[src/ipsf_params.svh]
// Register offsets, field positions and reset values of the flag block
// What this block does
// - Sources 0..5: priority level is high bit and low bit, 0..3; sources 6,7 have low bit 0
// - Low-priority register holds six source priority bits, bits 7..6 unused
// - Timer 1 overflow flag set on overflow, cleared on vector or software
// - Timer 0 overflow flag set on overflow, cleared on vector or software
// - Timer 0 and 1 run bits: 0 stops, 1 runs
// - External request flags set on detect, cleared by software or, in edge mode only, on vector
// - Trigger select 0 gives low level, 1 gives falling edge
// - Timer 2 overflow flag set on overflow unless serial clock uses timer 2
// - Pin fall with enable sets timer 2 external flag unless serial clock uses timer 2; no request in up/down
// - Modes 1 and 3: clock selects route timer 2 or timer 1 overflows
// - Pin fall triggers capture/reload only if enabled and not clocking serial
// - Timer 2 counts only while its run bit is 1
// - Counter select 0 counts clocks, 1 counts external falling edges
// - Capture select 0 reloads on overflow or pin, 1 captures on pin
// - With access select set, serial bit 7 reads framing error flag
// - Two mode bits choose shift, 8-bit, fixed 9-bit or variable 9-bit
// - Modes 2,3 with filter: receive flag needs ninth bit 1 and address match
// - Mode 1 with filter: receive flag needs valid stop and address match
// - Receiver accepts data only while receive enable is 1
// - Modes 2,3: ninth bits go out from and in to the ninth-bit fields
// - Transmit flag set at frame end, cleared only by software
// - Receive flag set at stop sampling, never cleared by hardware
// - Serial request is receive OR transmit; timer 2 is overflow OR external outside up/down
// - Software writes set or clear flags exactly like hardware
// - Only a strictly higher level preempts; level 3 never preempted
`ifndef IPSF_PARAMS_SVH
`define IPSF_PARAMS_SVH
`define IPSF_ADR_TMR01   8'h88
`define IPSF_ADR_SERIAL  8'h98
`define IPSF_ADR_PRIO_HI 8'hb7
`define IPSF_ADR_PRIO_LO 8'hb8
`define IPSF_ADR_TMR2    8'hc8
`define IPSF_ADR_AUX     8'hcc
`define IPSF_ADR_STATUS  8'hd0
`define IPSF_RST_BYTE    8'h00
`define IPSF_B_T1_FLAG   7
`define IPSF_B_T1_RUN    6
`define IPSF_B_T0_FLAG   5
`define IPSF_B_T0_RUN    4
`define IPSF_B_X1_FLAG   3
`define IPSF_B_X1_TRIG   2
`define IPSF_B_X0_FLAG   1
`define IPSF_B_X0_TRIG   0
`define IPSF_B_T2_OVF    7
`define IPSF_B_T2_EXT    6
`define IPSF_B_RX_CLK2   5
`define IPSF_B_TX_CLK2   4
`define IPSF_B_T2_PINEN  3
`define IPSF_B_T2_RUN    2
`define IPSF_B_T2_CNT    1
`define IPSF_B_T2_CAP    0
`define IPSF_B_SM_HI     7
`define IPSF_B_SM_LO     6
`define IPSF_B_FILTER    5
`define IPSF_B_RX_EN     4
`define IPSF_B_TX9       3
`define IPSF_B_RX9       2
`define IPSF_B_TX_DONE   1
`define IPSF_B_RX_DONE   0
`define IPSF_B_FE_SEL    0
`define IPSF_B_BAUD2     1
`define IPSF_B_UPDOWN    2
`define IPSF_PRIO_LO_MASK 8'h3f
`endif

[src/ipsf_pkg.sv]
// Types shared by the flag block
package ipsf_pkg;
  typedef enum logic [1:0] {
    IPSF_BUS_IDLE = 2'b00,
    IPSF_BUS_ACK  = 2'b01
  } ipsf_bus_t;
  typedef enum logic [1:0] {
    IPSF_SM_SHIFT = 2'b00,
    IPSF_SM_UART8 = 2'b01,
    IPSF_SM_FIX9  = 2'b10,
    IPSF_SM_VAR9  = 2'b11
  } ipsf_smode_t;
  typedef logic [1:0] ipsf_level_t;
endpackage

[src/ipsf_top.sv]
// Interrupt priority and source flag registers with a Wishbone slave
`timescale 1ns/100ps
`include "ipsf_params.svh"
module ipsf_top
  import ipsf_pkg::*;
#(
  parameter int NSRC = 8
) (
  // Clock and reset
  input  wire logic             clk,
  input  wire logic             rst,
  // Wishbone slave
  input  wire logic             wb_cyc_i,
  input  wire logic             wb_stb_i,
  input  wire logic             wb_we_i,
  input  wire logic [7:0]       wb_adr_i,
  input  wire logic [3:0]       wb_sel_i,
  input  wire logic [31:0]      wb_dat_i,
  output logic      [31:0]      wb_dat_o,
  output logic                  wb_ack_o,
  // Pins, sampled once per clock
  input  wire logic             ext_irq_pin_zero_n,
  input  wire logic             ext_irq_pin_one_n,
  input  wire logic             timer2_capture_pin_n,
  // Datapath events
  input  wire logic             timer0_ovf_evt,
  input  wire logic             timer1_ovf_evt,
  input  wire logic             timer2_ovf_evt,
  input  wire logic             rx_stop_evt,
  input  wire logic             rx_stop_valid,
  input  wire logic             rx_ninth_in,
  input  wire logic             rx_addr_match,
  input  wire logic             tx_done_evt,
  // Core vectoring: one-hot acknowledge and return
  input  wire logic [NSRC-1:0]  vector_ack,
  input  wire logic             return_evt,
  // Requests and priorities to the core
  output logic      [NSRC-1:0]  irq_req,
  output logic      [2*NSRC-1:0] irq_level,
  output logic                  preempt_ok,
  // Controls to the datapaths
  output logic                  timer0_run,
  output logic                  timer1_run,
  output logic                  timer2_count_en,
  output logic                  timer2_count_ext,
  output logic                  timer2_reload_evt,
  output logic                  timer2_capture_evt,
  output logic                  serial_rx_clk_t2,
  output logic                  serial_tx_clk_t2,
  output logic      [1:0]       serial_mode,
  output logic                  baud_doubler,
  output logic                  rx_enable,
  output logic                  tx_ninth_bit
);
  logic [7:0] tmr01_reg, tmr2_reg, serial_reg, prio_lo_reg, prio_hi_reg;
  logic [7:0] aux_reg;
  logic       framing_error_flag;
  logic       pin0_q, pin1_q, pin2ex_q;
  logic [3:0] act_reg;              // In-progress levels, one bit per level
  logic [3:0] act_next;
  ipsf_bus_t  bus_reg;
  logic       wr, rd, fe_sel, t2_ser;
  logic       fall0, fall1, fall2ex, t2_trig;
  logic [7:0] wdat;
  logic [1:0] top_active;
  logic [1:0] top_pend;
  logic       any_pend;
  logic [NSRC-1:0] raw_req;

  assign wdat   = wb_dat_i[7:0];
  assign wr     = wb_cyc_i && wb_stb_i && wb_we_i && wb_sel_i[0] && !wb_ack_o;
  assign rd     = wb_cyc_i && wb_stb_i && !wb_ack_o;
  assign fe_sel = aux_reg[`IPSF_B_FE_SEL];
  // Serial port counts as clocked by timer 2 whenever either clock select is set, in any mode
  assign t2_ser = (tmr2_reg[`IPSF_B_RX_CLK2] || tmr2_reg[`IPSF_B_TX_CLK2]);
  assign fall0   = pin0_q && !ext_irq_pin_zero_n;
  assign fall1   = pin1_q && !ext_irq_pin_one_n;
  assign fall2ex = pin2ex_q && !timer2_capture_pin_n;
  assign t2_trig = fall2ex && tmr2_reg[`IPSF_B_T2_PINEN] && !t2_ser;

  // Pin history for falling-edge detection
  always_ff @(posedge clk) begin
    if (rst) begin
      pin0_q   <= 1'b1;
      pin1_q   <= 1'b1;
      pin2ex_q <= 1'b1;
    end else begin
      pin0_q   <= ext_irq_pin_zero_n;
      pin1_q   <= ext_irq_pin_one_n;
      pin2ex_q <= timer2_capture_pin_n;
    end
  end

  // Bus handshake: ack one cycle after the request
  always_ff @(posedge clk) begin
    if (rst) begin
      bus_reg  <= IPSF_BUS_IDLE;
      wb_ack_o <= 1'b0;
    end else begin
      case (bus_reg)
        IPSF_BUS_IDLE: begin
          if (wb_cyc_i && wb_stb_i) begin
            bus_reg  <= IPSF_BUS_ACK;
            wb_ack_o <= 1'b1;
          end
        end
        IPSF_BUS_ACK: begin
          bus_reg  <= IPSF_BUS_IDLE;
          wb_ack_o <= 1'b0;
        end
        default: begin
          bus_reg  <= IPSF_BUS_IDLE;
          wb_ack_o <= 1'b0;
        end
      endcase
    end
  end

  // Read data; unmapped offsets read zero
  always_ff @(posedge clk) begin
    if (rst) begin
      wb_dat_o <= 32'h0000_0000;
    end else if (rd) begin
      case (wb_adr_i)
        `IPSF_ADR_TMR01:   wb_dat_o <= {24'h00_0000, tmr01_reg};
        `IPSF_ADR_TMR2:    wb_dat_o <= {24'h00_0000, tmr2_reg};
        `IPSF_ADR_SERIAL:  wb_dat_o <= {24'h00_0000,
                             fe_sel ? framing_error_flag
                                    : serial_reg[`IPSF_B_SM_HI],
                             serial_reg[6:0]};
        `IPSF_ADR_PRIO_LO: wb_dat_o <= {24'h00_0000,
                             prio_lo_reg & `IPSF_PRIO_LO_MASK};
        `IPSF_ADR_PRIO_HI: wb_dat_o <= {24'h00_0000, prio_hi_reg};
        `IPSF_ADR_AUX:     wb_dat_o <= {24'h00_0000, aux_reg};
        `IPSF_ADR_STATUS:  wb_dat_o <= {28'h000_0000, act_reg};
        default:           wb_dat_o <= 32'h0000_0000;
      endcase
    end
  end

  // Priority registers and auxiliary control
  always_ff @(posedge clk) begin
    if (rst) begin
      prio_lo_reg <= `IPSF_RST_BYTE;
      prio_hi_reg <= `IPSF_RST_BYTE;
      aux_reg     <= `IPSF_RST_BYTE;
    end else if (wr) begin
      if (wb_adr_i == `IPSF_ADR_PRIO_LO)
        prio_lo_reg <= wdat & `IPSF_PRIO_LO_MASK;
      if (wb_adr_i == `IPSF_ADR_PRIO_HI)
        prio_hi_reg <= wdat;
      if (wb_adr_i == `IPSF_ADR_AUX)
        aux_reg <= {5'b0_0000, wdat[2:0]};
    end
  end

  // Timer 0/1 control: hardware set beats software clear
  always_ff @(posedge clk) begin
    if (rst) begin
      tmr01_reg <= `IPSF_RST_BYTE;
    end else begin
      logic [7:0] v;
      v = tmr01_reg;
      if (wr && wb_adr_i == `IPSF_ADR_TMR01)
        v = wdat;
      // Vectoring clears overflow flags; edge-mode external flags only
      if (vector_ack[3]) v[`IPSF_B_T1_FLAG] = 1'b0;
      if (vector_ack[1]) v[`IPSF_B_T0_FLAG] = 1'b0;
      if (vector_ack[2] && tmr01_reg[`IPSF_B_X1_TRIG])
        v[`IPSF_B_X1_FLAG] = 1'b0;
      if (vector_ack[0] && tmr01_reg[`IPSF_B_X0_TRIG])
        v[`IPSF_B_X0_FLAG] = 1'b0;
      if (timer1_ovf_evt) v[`IPSF_B_T1_FLAG] = 1'b1;
      if (timer0_ovf_evt) v[`IPSF_B_T0_FLAG] = 1'b1;
      // Level mode sets the flag while the pin is low; edge mode latches a fall
      if (tmr01_reg[`IPSF_B_X1_TRIG] ? fall1 : !ext_irq_pin_one_n)
        v[`IPSF_B_X1_FLAG] = 1'b1;
      if (tmr01_reg[`IPSF_B_X0_TRIG] ? fall0 : !ext_irq_pin_zero_n)
        v[`IPSF_B_X0_FLAG] = 1'b1;
      tmr01_reg <= v;
    end
  end

  // Timer 2 control; its flags are cleared only by software
  always_ff @(posedge clk) begin
    if (rst) begin
      tmr2_reg <= `IPSF_RST_BYTE;
    end else begin
      logic [7:0] v;
      v = tmr2_reg;
      if (wr && wb_adr_i == `IPSF_ADR_TMR2)
        v = wdat;
      if (timer2_ovf_evt && !t2_ser)
        v[`IPSF_B_T2_OVF] = 1'b1;
      if (t2_trig)
        v[`IPSF_B_T2_EXT] = 1'b1;
      tmr2_reg <= v;
    end
  end

  // Serial control and framing error
  always_ff @(posedge clk) begin
    if (rst) begin
      serial_reg         <= `IPSF_RST_BYTE;
      framing_error_flag <= 1'b0;
    end else begin
      logic [7:0] v;
      logic       fe;
      logic       ok;
      v  = serial_reg;
      fe = framing_error_flag;
      if (wr && wb_adr_i == `IPSF_ADR_SERIAL) begin
        v = wdat;
        if (fe_sel) begin
          v[`IPSF_B_SM_HI] = serial_reg[`IPSF_B_SM_HI];
          fe = wdat[7];
        end
      end
      if (tx_done_evt) v[`IPSF_B_TX_DONE] = 1'b1;
      if (rx_stop_evt && serial_reg[`IPSF_B_RX_EN]) begin
        if (!rx_stop_valid) fe = 1'b1;
        case (ipsf_smode_t'(serial_reg[7:6]))
          IPSF_SM_FIX9, IPSF_SM_VAR9: begin
            ok = !serial_reg[`IPSF_B_FILTER] ||
                 (rx_ninth_in && rx_addr_match);
            if (ok) v[`IPSF_B_RX9] = rx_ninth_in;
          end
          IPSF_SM_UART8:
            ok = !serial_reg[`IPSF_B_FILTER] ||
                 (rx_stop_valid && rx_addr_match);
          default: ok = 1'b1;
        endcase
        if (ok) v[`IPSF_B_RX_DONE] = 1'b1;
      end
      serial_reg         <= v;
      framing_error_flag <= fe;
    end
  end

  // Level-ordered in-progress stack for nesting
  always_comb begin
    act_next = act_reg;
    if (return_evt) begin
      if (act_reg[3])      act_next[3] = 1'b0;
      else if (act_reg[2]) act_next[2] = 1'b0;
      else if (act_reg[1]) act_next[1] = 1'b0;
      else                 act_next[0] = 1'b0;
    end
    for (int i = 0; i < NSRC; i++)
      if (vector_ack[i]) act_next[irq_level[2*i +: 2]] = 1'b1;
  end

  always_ff @(posedge clk) begin
    if (rst) act_reg <= 4'h0;
    else     act_reg <= act_next;
  end

  // Highest level now in progress and highest pending level
  always_comb begin
    top_active = 2'd0;
    top_pend   = 2'd0;
    any_pend   = 1'b0;
    for (int l = 0; l < 4; l++)
      if (act_reg[l]) top_active = 2'(l);
    for (int i = 0; i < NSRC; i++)
      if (raw_req[i]) begin
        any_pend = 1'b1;
        if (irq_level[2*i +: 2] > top_pend) top_pend = irq_level[2*i +: 2];
      end
  end

  // Raw request vector in polling order
  always_comb begin
    raw_req    = '0;
    raw_req[0] = tmr01_reg[`IPSF_B_X0_FLAG];
    raw_req[1] = tmr01_reg[`IPSF_B_T0_FLAG];
    raw_req[2] = tmr01_reg[`IPSF_B_X1_FLAG];
    raw_req[3] = tmr01_reg[`IPSF_B_T1_FLAG];
    raw_req[4] = serial_reg[`IPSF_B_RX_DONE] ||
                 serial_reg[`IPSF_B_TX_DONE];
    raw_req[5] = tmr2_reg[`IPSF_B_T2_OVF] ||
                 (tmr2_reg[`IPSF_B_T2_EXT] &&
                  !aux_reg[`IPSF_B_UPDOWN]);
  end

  // Registered outputs to core and datapaths
  always_ff @(posedge clk) begin
    if (rst) begin
      irq_req    <= '0;
      irq_level  <= '0;
      preempt_ok <= 1'b0;
    end else begin
      irq_req <= raw_req;
      for (int i = 0; i < NSRC; i++)
        irq_level[2*i +: 2] <= {prio_hi_reg[i],
                                (i < 6) ? prio_lo_reg[i] : 1'b0};
      preempt_ok <= any_pend &&
                    (act_reg == 4'h0 || top_pend > top_active);
    end
  end

  always_ff @(posedge clk) begin
    if (rst) begin
      timer0_run         <= 1'b0;
      timer1_run         <= 1'b0;
      timer2_count_en    <= 1'b0;
      timer2_count_ext   <= 1'b0;
      timer2_reload_evt  <= 1'b0;
      timer2_capture_evt <= 1'b0;
      serial_rx_clk_t2   <= 1'b0;
      serial_tx_clk_t2   <= 1'b0;
      serial_mode        <= 2'b00;
      baud_doubler       <= 1'b0;
      rx_enable          <= 1'b0;
      tx_ninth_bit       <= 1'b0;
    end else begin
      timer0_run       <= tmr01_reg[`IPSF_B_T0_RUN];
      timer1_run       <= tmr01_reg[`IPSF_B_T1_RUN];
      timer2_count_en  <= tmr2_reg[`IPSF_B_T2_RUN];
      timer2_count_ext <= tmr2_reg[`IPSF_B_T2_CNT];
      timer2_reload_evt  <= !tmr2_reg[`IPSF_B_T2_CAP] &&
                            (t2_trig || (timer2_ovf_evt && !t2_ser));
      timer2_capture_evt <= tmr2_reg[`IPSF_B_T2_CAP] && t2_trig;
      serial_rx_clk_t2 <= tmr2_reg[`IPSF_B_RX_CLK2] &&
                          serial_reg[`IPSF_B_SM_LO];
      serial_tx_clk_t2 <= tmr2_reg[`IPSF_B_TX_CLK2] &&
                          serial_reg[`IPSF_B_SM_LO];
      serial_mode      <= serial_reg[7:6];
      baud_doubler     <= aux_reg[`IPSF_B_BAUD2];
      rx_enable        <= serial_reg[`IPSF_B_RX_EN];
      tx_ninth_bit     <= serial_reg[`IPSF_B_TX9];
    end
  end

  // Timer 0 overflow flag is set the cycle after the event
  chk_t0_flag_set: assert property (@(posedge clk) disable iff (rst)
    timer0_ovf_evt |=> tmr01_reg[`IPSF_B_T0_FLAG])
    else $error("timer 0 flag not set");
  chk_t1_flag_set: assert property (@(posedge clk) disable iff (rst)
    timer1_ovf_evt |=> tmr01_reg[`IPSF_B_T1_FLAG])
    else $error("timer 1 flag not set");
  // A clear overflow flag stays clear while timer 2 clocks the serial port and no bus write occurs
  chk_t2_ovf_block: assert property (@(posedge clk) disable iff (rst)
    (t2_ser && !tmr2_reg[`IPSF_B_T2_OVF] && !wr) |=>
    !tmr2_reg[`IPSF_B_T2_OVF])
    else $error("timer 2 flag set while clocking serial");
  // A seen fall in edge mode always latches the external 0 flag
  chk_x0_edge_set: assert property (@(posedge clk) disable iff (rst)
    (tmr01_reg[`IPSF_B_X0_TRIG] && fall0) |=>
    tmr01_reg[`IPSF_B_X0_FLAG])
    else $error("edge flag 0 not set");
  chk_rx_needs_en: assert property (@(posedge clk) disable iff (rst)
    (!serial_reg[`IPSF_B_RX_DONE] && !serial_reg[`IPSF_B_RX_EN] && !wr)
    |=> !serial_reg[`IPSF_B_RX_DONE])
    else $error("receive flag set with receiver off");
  chk_serial_req_or: assert property (@(posedge clk) disable iff (rst)
    1'b1 |=> irq_req[4] == $past(serial_reg[1] || serial_reg[0]))
    else $error("serial request not or of flags");
  chk_run_follow: assert property (@(posedge clk) disable iff (rst)
    1'b1 |=> timer2_count_en == $past(tmr2_reg[`IPSF_B_T2_RUN]))
    else $error("timer 2 run not followed");
  chk_tx_flag_set: assert property (@(posedge clk) disable iff (rst)
    tx_done_evt |=> serial_reg[`IPSF_B_TX_DONE])
    else $error("transmit flag not set");
  chk_top_no_preempt: assert property (@(posedge clk) disable iff (rst)
    act_reg[3] |=> !preempt_ok)
    else $error("level 3 routine preempted");
  chk_ack_one: assert property (@(posedge clk) disable iff (rst)
    wb_ack_o |=> !wb_ack_o)
    else $error("ack held two cycles");
endmodule // ipsf_top

[config.mk]
export PLATFORM = sky130hd
export DESIGN_NAME = ipsf_top
export DESIGN_NICKNAME = d
export VERILOG_FILES = /design/src/ipsf_pkg.sv /design/src/ipsf_top.sv
export VERILOG_INCLUDE_DIRS = /design/src
export SDC_FILE = /design/constraint.sdc
export NUM_CORES = 1
export LEC_CHECK = 0
export BUFFER_PORTS_ARGS = -buffer_cell sky130_fd_sc_hd__buf_4
export CORE_AREA = 2 2 97 99
export DETAILED_ROUTE_END_ITERATION = 8
export DIE_AREA = 0 0 99 101
export MAX_ROUTING_LAYER = met4
export PLACE_DENSITY = 0.83
export SLEW_MARGIN = 20
export SYNTH_ARGS = -nofsm -noshare
export SYNTH_HDL_FRONTEND = slang
export SYNTH_SLANG_ARGS = --single-unit
export TNS_END_PERCENT = 30
[constraint.sdc]
create_clock -name clk -period 5.8 [get_ports clk]
set_input_delay 1.16 -clock clk [delete_from_list [all_inputs] [get_ports clk]]
set_output_delay 1.16 -clock clk [all_outputs]
set_load 0.03 [all_outputs]
== After elaboration in Yosys (flattened, before gate mapping) ==
Cells that the tools add are included.

* Order comparisons: 23
* Equality and inequality tests: 10
* Multiplexer cells: 79
* Bitwise operators: 10
* Reduce and logical (&&, ||, !) cells: 63

{| class="wikitable"
|+ Operator list
! operator !! number
|-
| $eq A8 B8 Y1 const B || 7
|-
| $pmux W8 S7 || 1
|-
| $mux W1 || 41
|-
| $mux W4 || 9
|-
| $logic_and A1 B1 Y1 || 33
|-
| $or A4 B4 Y4 || 8
|-
| $mux W2 || 15
|-
| $lt A2 B3 Y1 const B || 8
|-
| $demux W1 S2 || 8
|-
| $ge A2 B1 Y1 const B || 8
|-
| $mux W8 || 2
|-
| $gt A2 B2 Y1 || 6
|-
| $reduce_bool A3 Y1 || 4
|-
| $logic_not A1 Y1 || 8
|-
| $reduce_and A2 Y1 || 4
|-
| $logic_or A1 B1 Y1 || 7
|-
| $mux W3 || 2
|-
| $reduce_bool A2 Y1 || 3
|-
| $eq A2 B2 Y1 const B || 2
|-
| $logic_not A4 Y1 || 1
|-
| $reduce_or A2 Y1 || 2
|-
| $eq A2 B1 Y1 const B || 1
|-
| $gt A2 B1 Y1 const B || 1
|-
| $logic_not A2 Y1 || 1
|-
| other kinds (2) || 3
|}

* Register bits after elaboration: 120
* Input port bits: 69
* Output and inout bits: 71
* Logic and storage cells: 224

== Longest topological paths before layout ==
* Word-level depth: 21
* Depth in mapped cells: 31
* Mapped depth without buffers: 31

== Worst setup path after synthesis ==
Ideal clock, no wire load.

* Path kind: register to register
* From: register irq_level[1]
* To: register preempt_ok
* Library setup time: 0.091 ns
* Arrival time: 4.876 ns
* Data required time: 5.709 ns
* Slack: 0.834 ns
* Cell stages (with the launch flop): 28
* Buffers on the path: 0
* Period minus slack after synthesis: 4.966 ns
* Cell sequence: dfxtp_1 -> nand2_1 -> ha_1 -> nand2b_1 -> and4_1 -> or2_2 -> ha_1 -> nand2b_1 -> o211a_1 -> o21a_1 -> ha_1 -> inv_1 -> o221ai_1 -> or2_2 -> nand2_1 -> ha_1 -> nand2b_1 -> o221ai_1 -> a31oi_1 -> ha_1 -> inv_1 -> o22ai_1 -> nor2_1 -> mux2i_1 -> ha_1 -> a21oi_1 -> a21oi_1 -> a311oi_1

* Word-level cells in the longest chain between the ends: 21

{| class="wikitable"
|+ Ends and longest elaborated chain
! element !! RTL line !! RTL
|-
| start, declared || ipsf_top.sv:39 || <nowiki>output logic [2*NSRC-1:0] irq_level,</nowiki>
|-
| start signal, assigned by index || ipsf_top.sv:295 || <nowiki>irq_level[2*i +: 2] <= {prio_hi_reg[i],</nowiki>
|-
| $gt A2 B1 Y1 || ipsf_top.sv:268 || <nowiki>if (irq_level[2*i +: 2] > top_pend) top_pend = irq_level[2*i +: 2];</nowiki>
|-
| $mux W2 * || ipsf_top.sv:268 ||
|-
| $mux W2 * || ipsf_top.sv:266 || <nowiki>if (raw_req[i]) begin</nowiki>
|-
| $gt A2 B2 Y1 || ipsf_top.sv:268 ||
|-
| $mux W2 || ipsf_top.sv:268 ||
|-
| $mux W2 * || ipsf_top.sv:266 ||
|-
| $gt A2 B2 Y1 || ipsf_top.sv:268 ||
|-
| $mux W2 || ipsf_top.sv:268 ||
|-
| [5 not listed] || n/a ||
|-
| $mux W2 || ipsf_top.sv:268 ||
|-
| $mux W2 * || ipsf_top.sv:266 ||
|-
| $gt A2 B2 Y1 || ipsf_top.sv:268 ||
|-
| $mux W2 || ipsf_top.sv:268 ||
|-
| $mux W2 * || ipsf_top.sv:266 ||
|-
| $gt A2 B2 Y1 * || ipsf_top.sv:298 || <nowiki>(act_reg == 4'h0 || top_pend > top_active);</nowiki>
|-
| $logic_or A1 B1 Y1 * || ipsf_top.sv:298 ||
|-
| $logic_and A1 B1 Y1 * || ipsf_top.sv:297 || <nowiki>preempt_ok <= any_pend &&</nowiki>
|-
| end signal, assigned || ipsf_top.sv:297 ||
|-
| end, declared || ipsf_top.sv:40 || <nowiki>output logic preempt_ok,</nowiki>
|}

Mark *: on every way between the ends. The rest lies on a longest branch, timed or not.
A chain may end at the register's enable or synchronous reset.

== Worst setup path after layout ==
* From: register irq_level[3]
* To: register preempt_ok

* Word-level cells in the longest chain between the ends: 18

{| class="wikitable"
|+ Ends and longest elaborated chain
! element !! RTL line
|-
| $gt A2 B2 Y1 || ipsf_top.sv:268
|-
| $mux W2 * || ipsf_top.sv:268
|-
| $mux W2 * || ipsf_top.sv:266
|-
| $gt A2 B2 Y1 || ipsf_top.sv:268
|-
| $mux W2 || ipsf_top.sv:268
|-
| $mux W2 * || ipsf_top.sv:266
|-
| $gt A2 B2 Y1 || ipsf_top.sv:268
|-
| $mux W2 || ipsf_top.sv:268
|-
| [2 not listed] || n/a
|-
| $mux W2 || ipsf_top.sv:268
|-
| $mux W2 * || ipsf_top.sv:266
|-
| $gt A2 B2 Y1 || ipsf_top.sv:268
|-
| $mux W2 || ipsf_top.sv:268
|-
| $mux W2 * || ipsf_top.sv:266
|-
| $gt A2 B2 Y1 * || ipsf_top.sv:298
|-
| $logic_or A1 B1 Y1 * || ipsf_top.sv:298
|-
| $logic_and A1 B1 Y1 * || ipsf_top.sv:297
|}

Marks and branches as above.

==> impl_results.md <==
- Cts hold-fix bufs: 0
- CTS tree: yes
- Placed inst area: 5110 µm²
- Fin crit period: 5430 ps
- Fin crit share: 93.7%
- Leakage: 2.30 nW
- Sequential share of the synthesized area: about two fifths
- Starting Density: 50.6%
- Grt total ovfl: 0
- Post-synth EDFFs: 0
- Num ports: 140
- RSZ-0062 raised after global routing: false
- Design area: 5300 µm²
- Fin. Hold Viols: 0
- Total of max-cap violations: 0
- Ranking of synthesized cells by area: dfxtp_1 41%, mux2i_1 7.3%, ha_1 4.7%, buf_4 4.6%, nand2_1 4.1%
- Post-synth top area share: 40.5%
- Die height: just over 100 µm
- Die Span X: 99 µm
- Clock-pin slew on the worst setup and hold paths: 90 ps
- Fin nets: 665
- Pin count of the biggest net entering global routing: roughly 90
- Min-Delay Path Class: flop to flop
- Via count: slightly below 4000
- WS Path Type: flop to flop
- Arrival time at the worst endpoint: 5640 ps
- Ant. Diodes: 0
- CTS Buf Count: 9
- Outcome: complete, no violations
- Worst Skew: 14.3 ps
- Initial antenna violation count: 0
- Drt wl/cell: 17.5 µm
- Pre-antenna DRT Iters: 6
- Setup Buffers After CTS: 0
- Max Fclk: 184 MHz
- H-tree depth: 3
- Clk sinks: 92
- Proportion of layout cells with a drive suffix above 1: 21.9%
- Synth top cells by count: 92 x dfxtp_1, 50 x nand2_1, 42 x nor2_1
- Worst path most repeated cell: ha_1
- Final ANT Viol Nets: 0
- Final setup fails: 0
- Top_reg_cell synth: dfxtp_1
- Post-synthesis register bit count: 92
- Gr usage total: 25.0%
- CP Max Fanout: 5
- Placed Cells: 679
- Vias in the first global route: 3655
- Core area: between 8000 and 9000 µm²
- Distinct cells, synth: 62
- Mapped Cells: 506
- PD cells: between 200 and 250 nW/µm²
- Setup TNS Final: 0 ps
- Synth Area per Inst: 8.99 µm²
- Max Slew Vio Count: 0
- Largest area contributor in the netlist: dfxtp_1
- Area Growth Syn to Fin: 16.6%
- Routed vias/inst: between 5 and 6
- DR iter-0 viols: around 300
- CTS Root Cell: clkbuf_8
- GP Congestion: 0.911
- Worst Tran Pin Value: 904 ps
- Post-Layout Cell Count: 695
- DP Wirelength: 9120 µm
- Crit. End Element: flop
- Synth Warn #: 0
- DIE AREA: 10000 µm²
- IO Port Bufs: 84
- Max reg flops: 14
- Peak supply drop: 0.142 mV
- Slowest-stage cell, CP: dfxtp_1
- CTS max path bufs: 2
- First-pass GRT wire length: 19000 µm
- Most frequent cell after synthesis: dfxtp_1
- WP data required: approximately 6000 ps
- Slew headroom: 39.2%
- FFs w/ async S/R, synth: 0%
- Post-Syn Area: ~4500 µm²
- Critical Path Source Type: flop
- Most flops, register: irq_level
- Residual DRC count: 0
- DRT Wirelength: 12200 µm
- Row count: 35
- Crit-path max cell delay: 440 ps
- Clk_lat worst skew: 360 ps
[critical path: cells and delay by family, from the launching register on]
kind	cells	cell delay (ps)
and+or+nand+nor	7	1040
muxes	1	220
buffers and inverters	4	250
adders and majority gates	6	1550
AOI/OAI and AO/OA	11	1790
DFF	1	440
[logic make-up after synthesis]
logic type	synth area share (%)
AOI/OAI and AO/OA	14.5
and+or+nand+nor	20.6
other	0.0825
muxes	10.6
adders and majority gates	4.68
DFF	40.5
buffers and inverters	9.00
[metal layers]
metal	up-vias	wire length (µm)	part of all wire, %	global-route usage, %
met5	-	0	0	-
met4	0	242	2.0	8.75
li1	1878	-	-	-
met3	24	926	7.6	4.16
met2	191	5890	48	41.5
met1	1848	5140	42	30.8
[cells in the final DEF (no fill, tap or decap), drive strengths merged, types with 7 or more instances in the layout]
cell,count
conb,28
clkbuf,10
dfxtp,92
nand2,50
buf,84
nor2,42
mux2i,33
nand3,15
ha,17
nor2b,28
a21oi,27
inv,30
a31oi,7
o22ai,7
mux2,13
[final timing paths]
path / slack, ps / start / end / depth (start not counted)
worst max-delay path: 370 / irq_level[3]$_SDFF_PP0_ / preempt_ok$_SDFF_PP0_ / 29
worst min-delay path: 480 / serial_reg[3]$_SDFFE_PP0P_ / serial_reg[3]$_SDFFE_PP0P_ / 2
worst max register to register: 370 / irq_level[3]$_SDFF_PP0_ / preempt_ok$_SDFF_PP0_ / 29
worst min register to register: 480 / serial_reg[3]$_SDFFE_PP0P_ / serial_reg[3]$_SDFFE_PP0P_ / 2
[where the power goes]
group,internal (mW),total (mW),switching (mW),leakage [nW]
sequential,0.640,0.648,0.00819,0.747
clock,0.176,0.415,0.239,0.0958
combinational,0.0418,0.121,0.0794,1.46
total,0.857,1.18,0.326,2.30
[per-stage QoR]
stage               utilization (%)  setup WS, ps  hold slack, ps  power [mW]
floorplan                         -           834             437       0.747
finish                         59.0           367             478        1.18
CTS                            59.0           316             479        1.19
detailed placement             56.9           355             459       0.782
global placement               56.9           426             458       0.780
global route                   59.0          21.1             498        1.23
[what timing repair did]
| item | in CTS | in global routing |
|---|---|---|
| gates resized for setup | 0 | 2 |
| endpoints found under the setup margin | 0 | 1 |
| hold endpoints to repair | 0 | 0 |
[final cells by class]
cell class / count / area, µm²
flip-flops and latches: 92 / 1840
clock inverters: 6 / 53.8
clock buffers: 10 / 138
well taps: 111 / 139
inverters: 26 / 97.6
fillers: 802 / 3680
multi-input cells: 366 / 2400
repair buffers: 84 / 631
No activity file was read; power rests on OpenSTA's default activity.
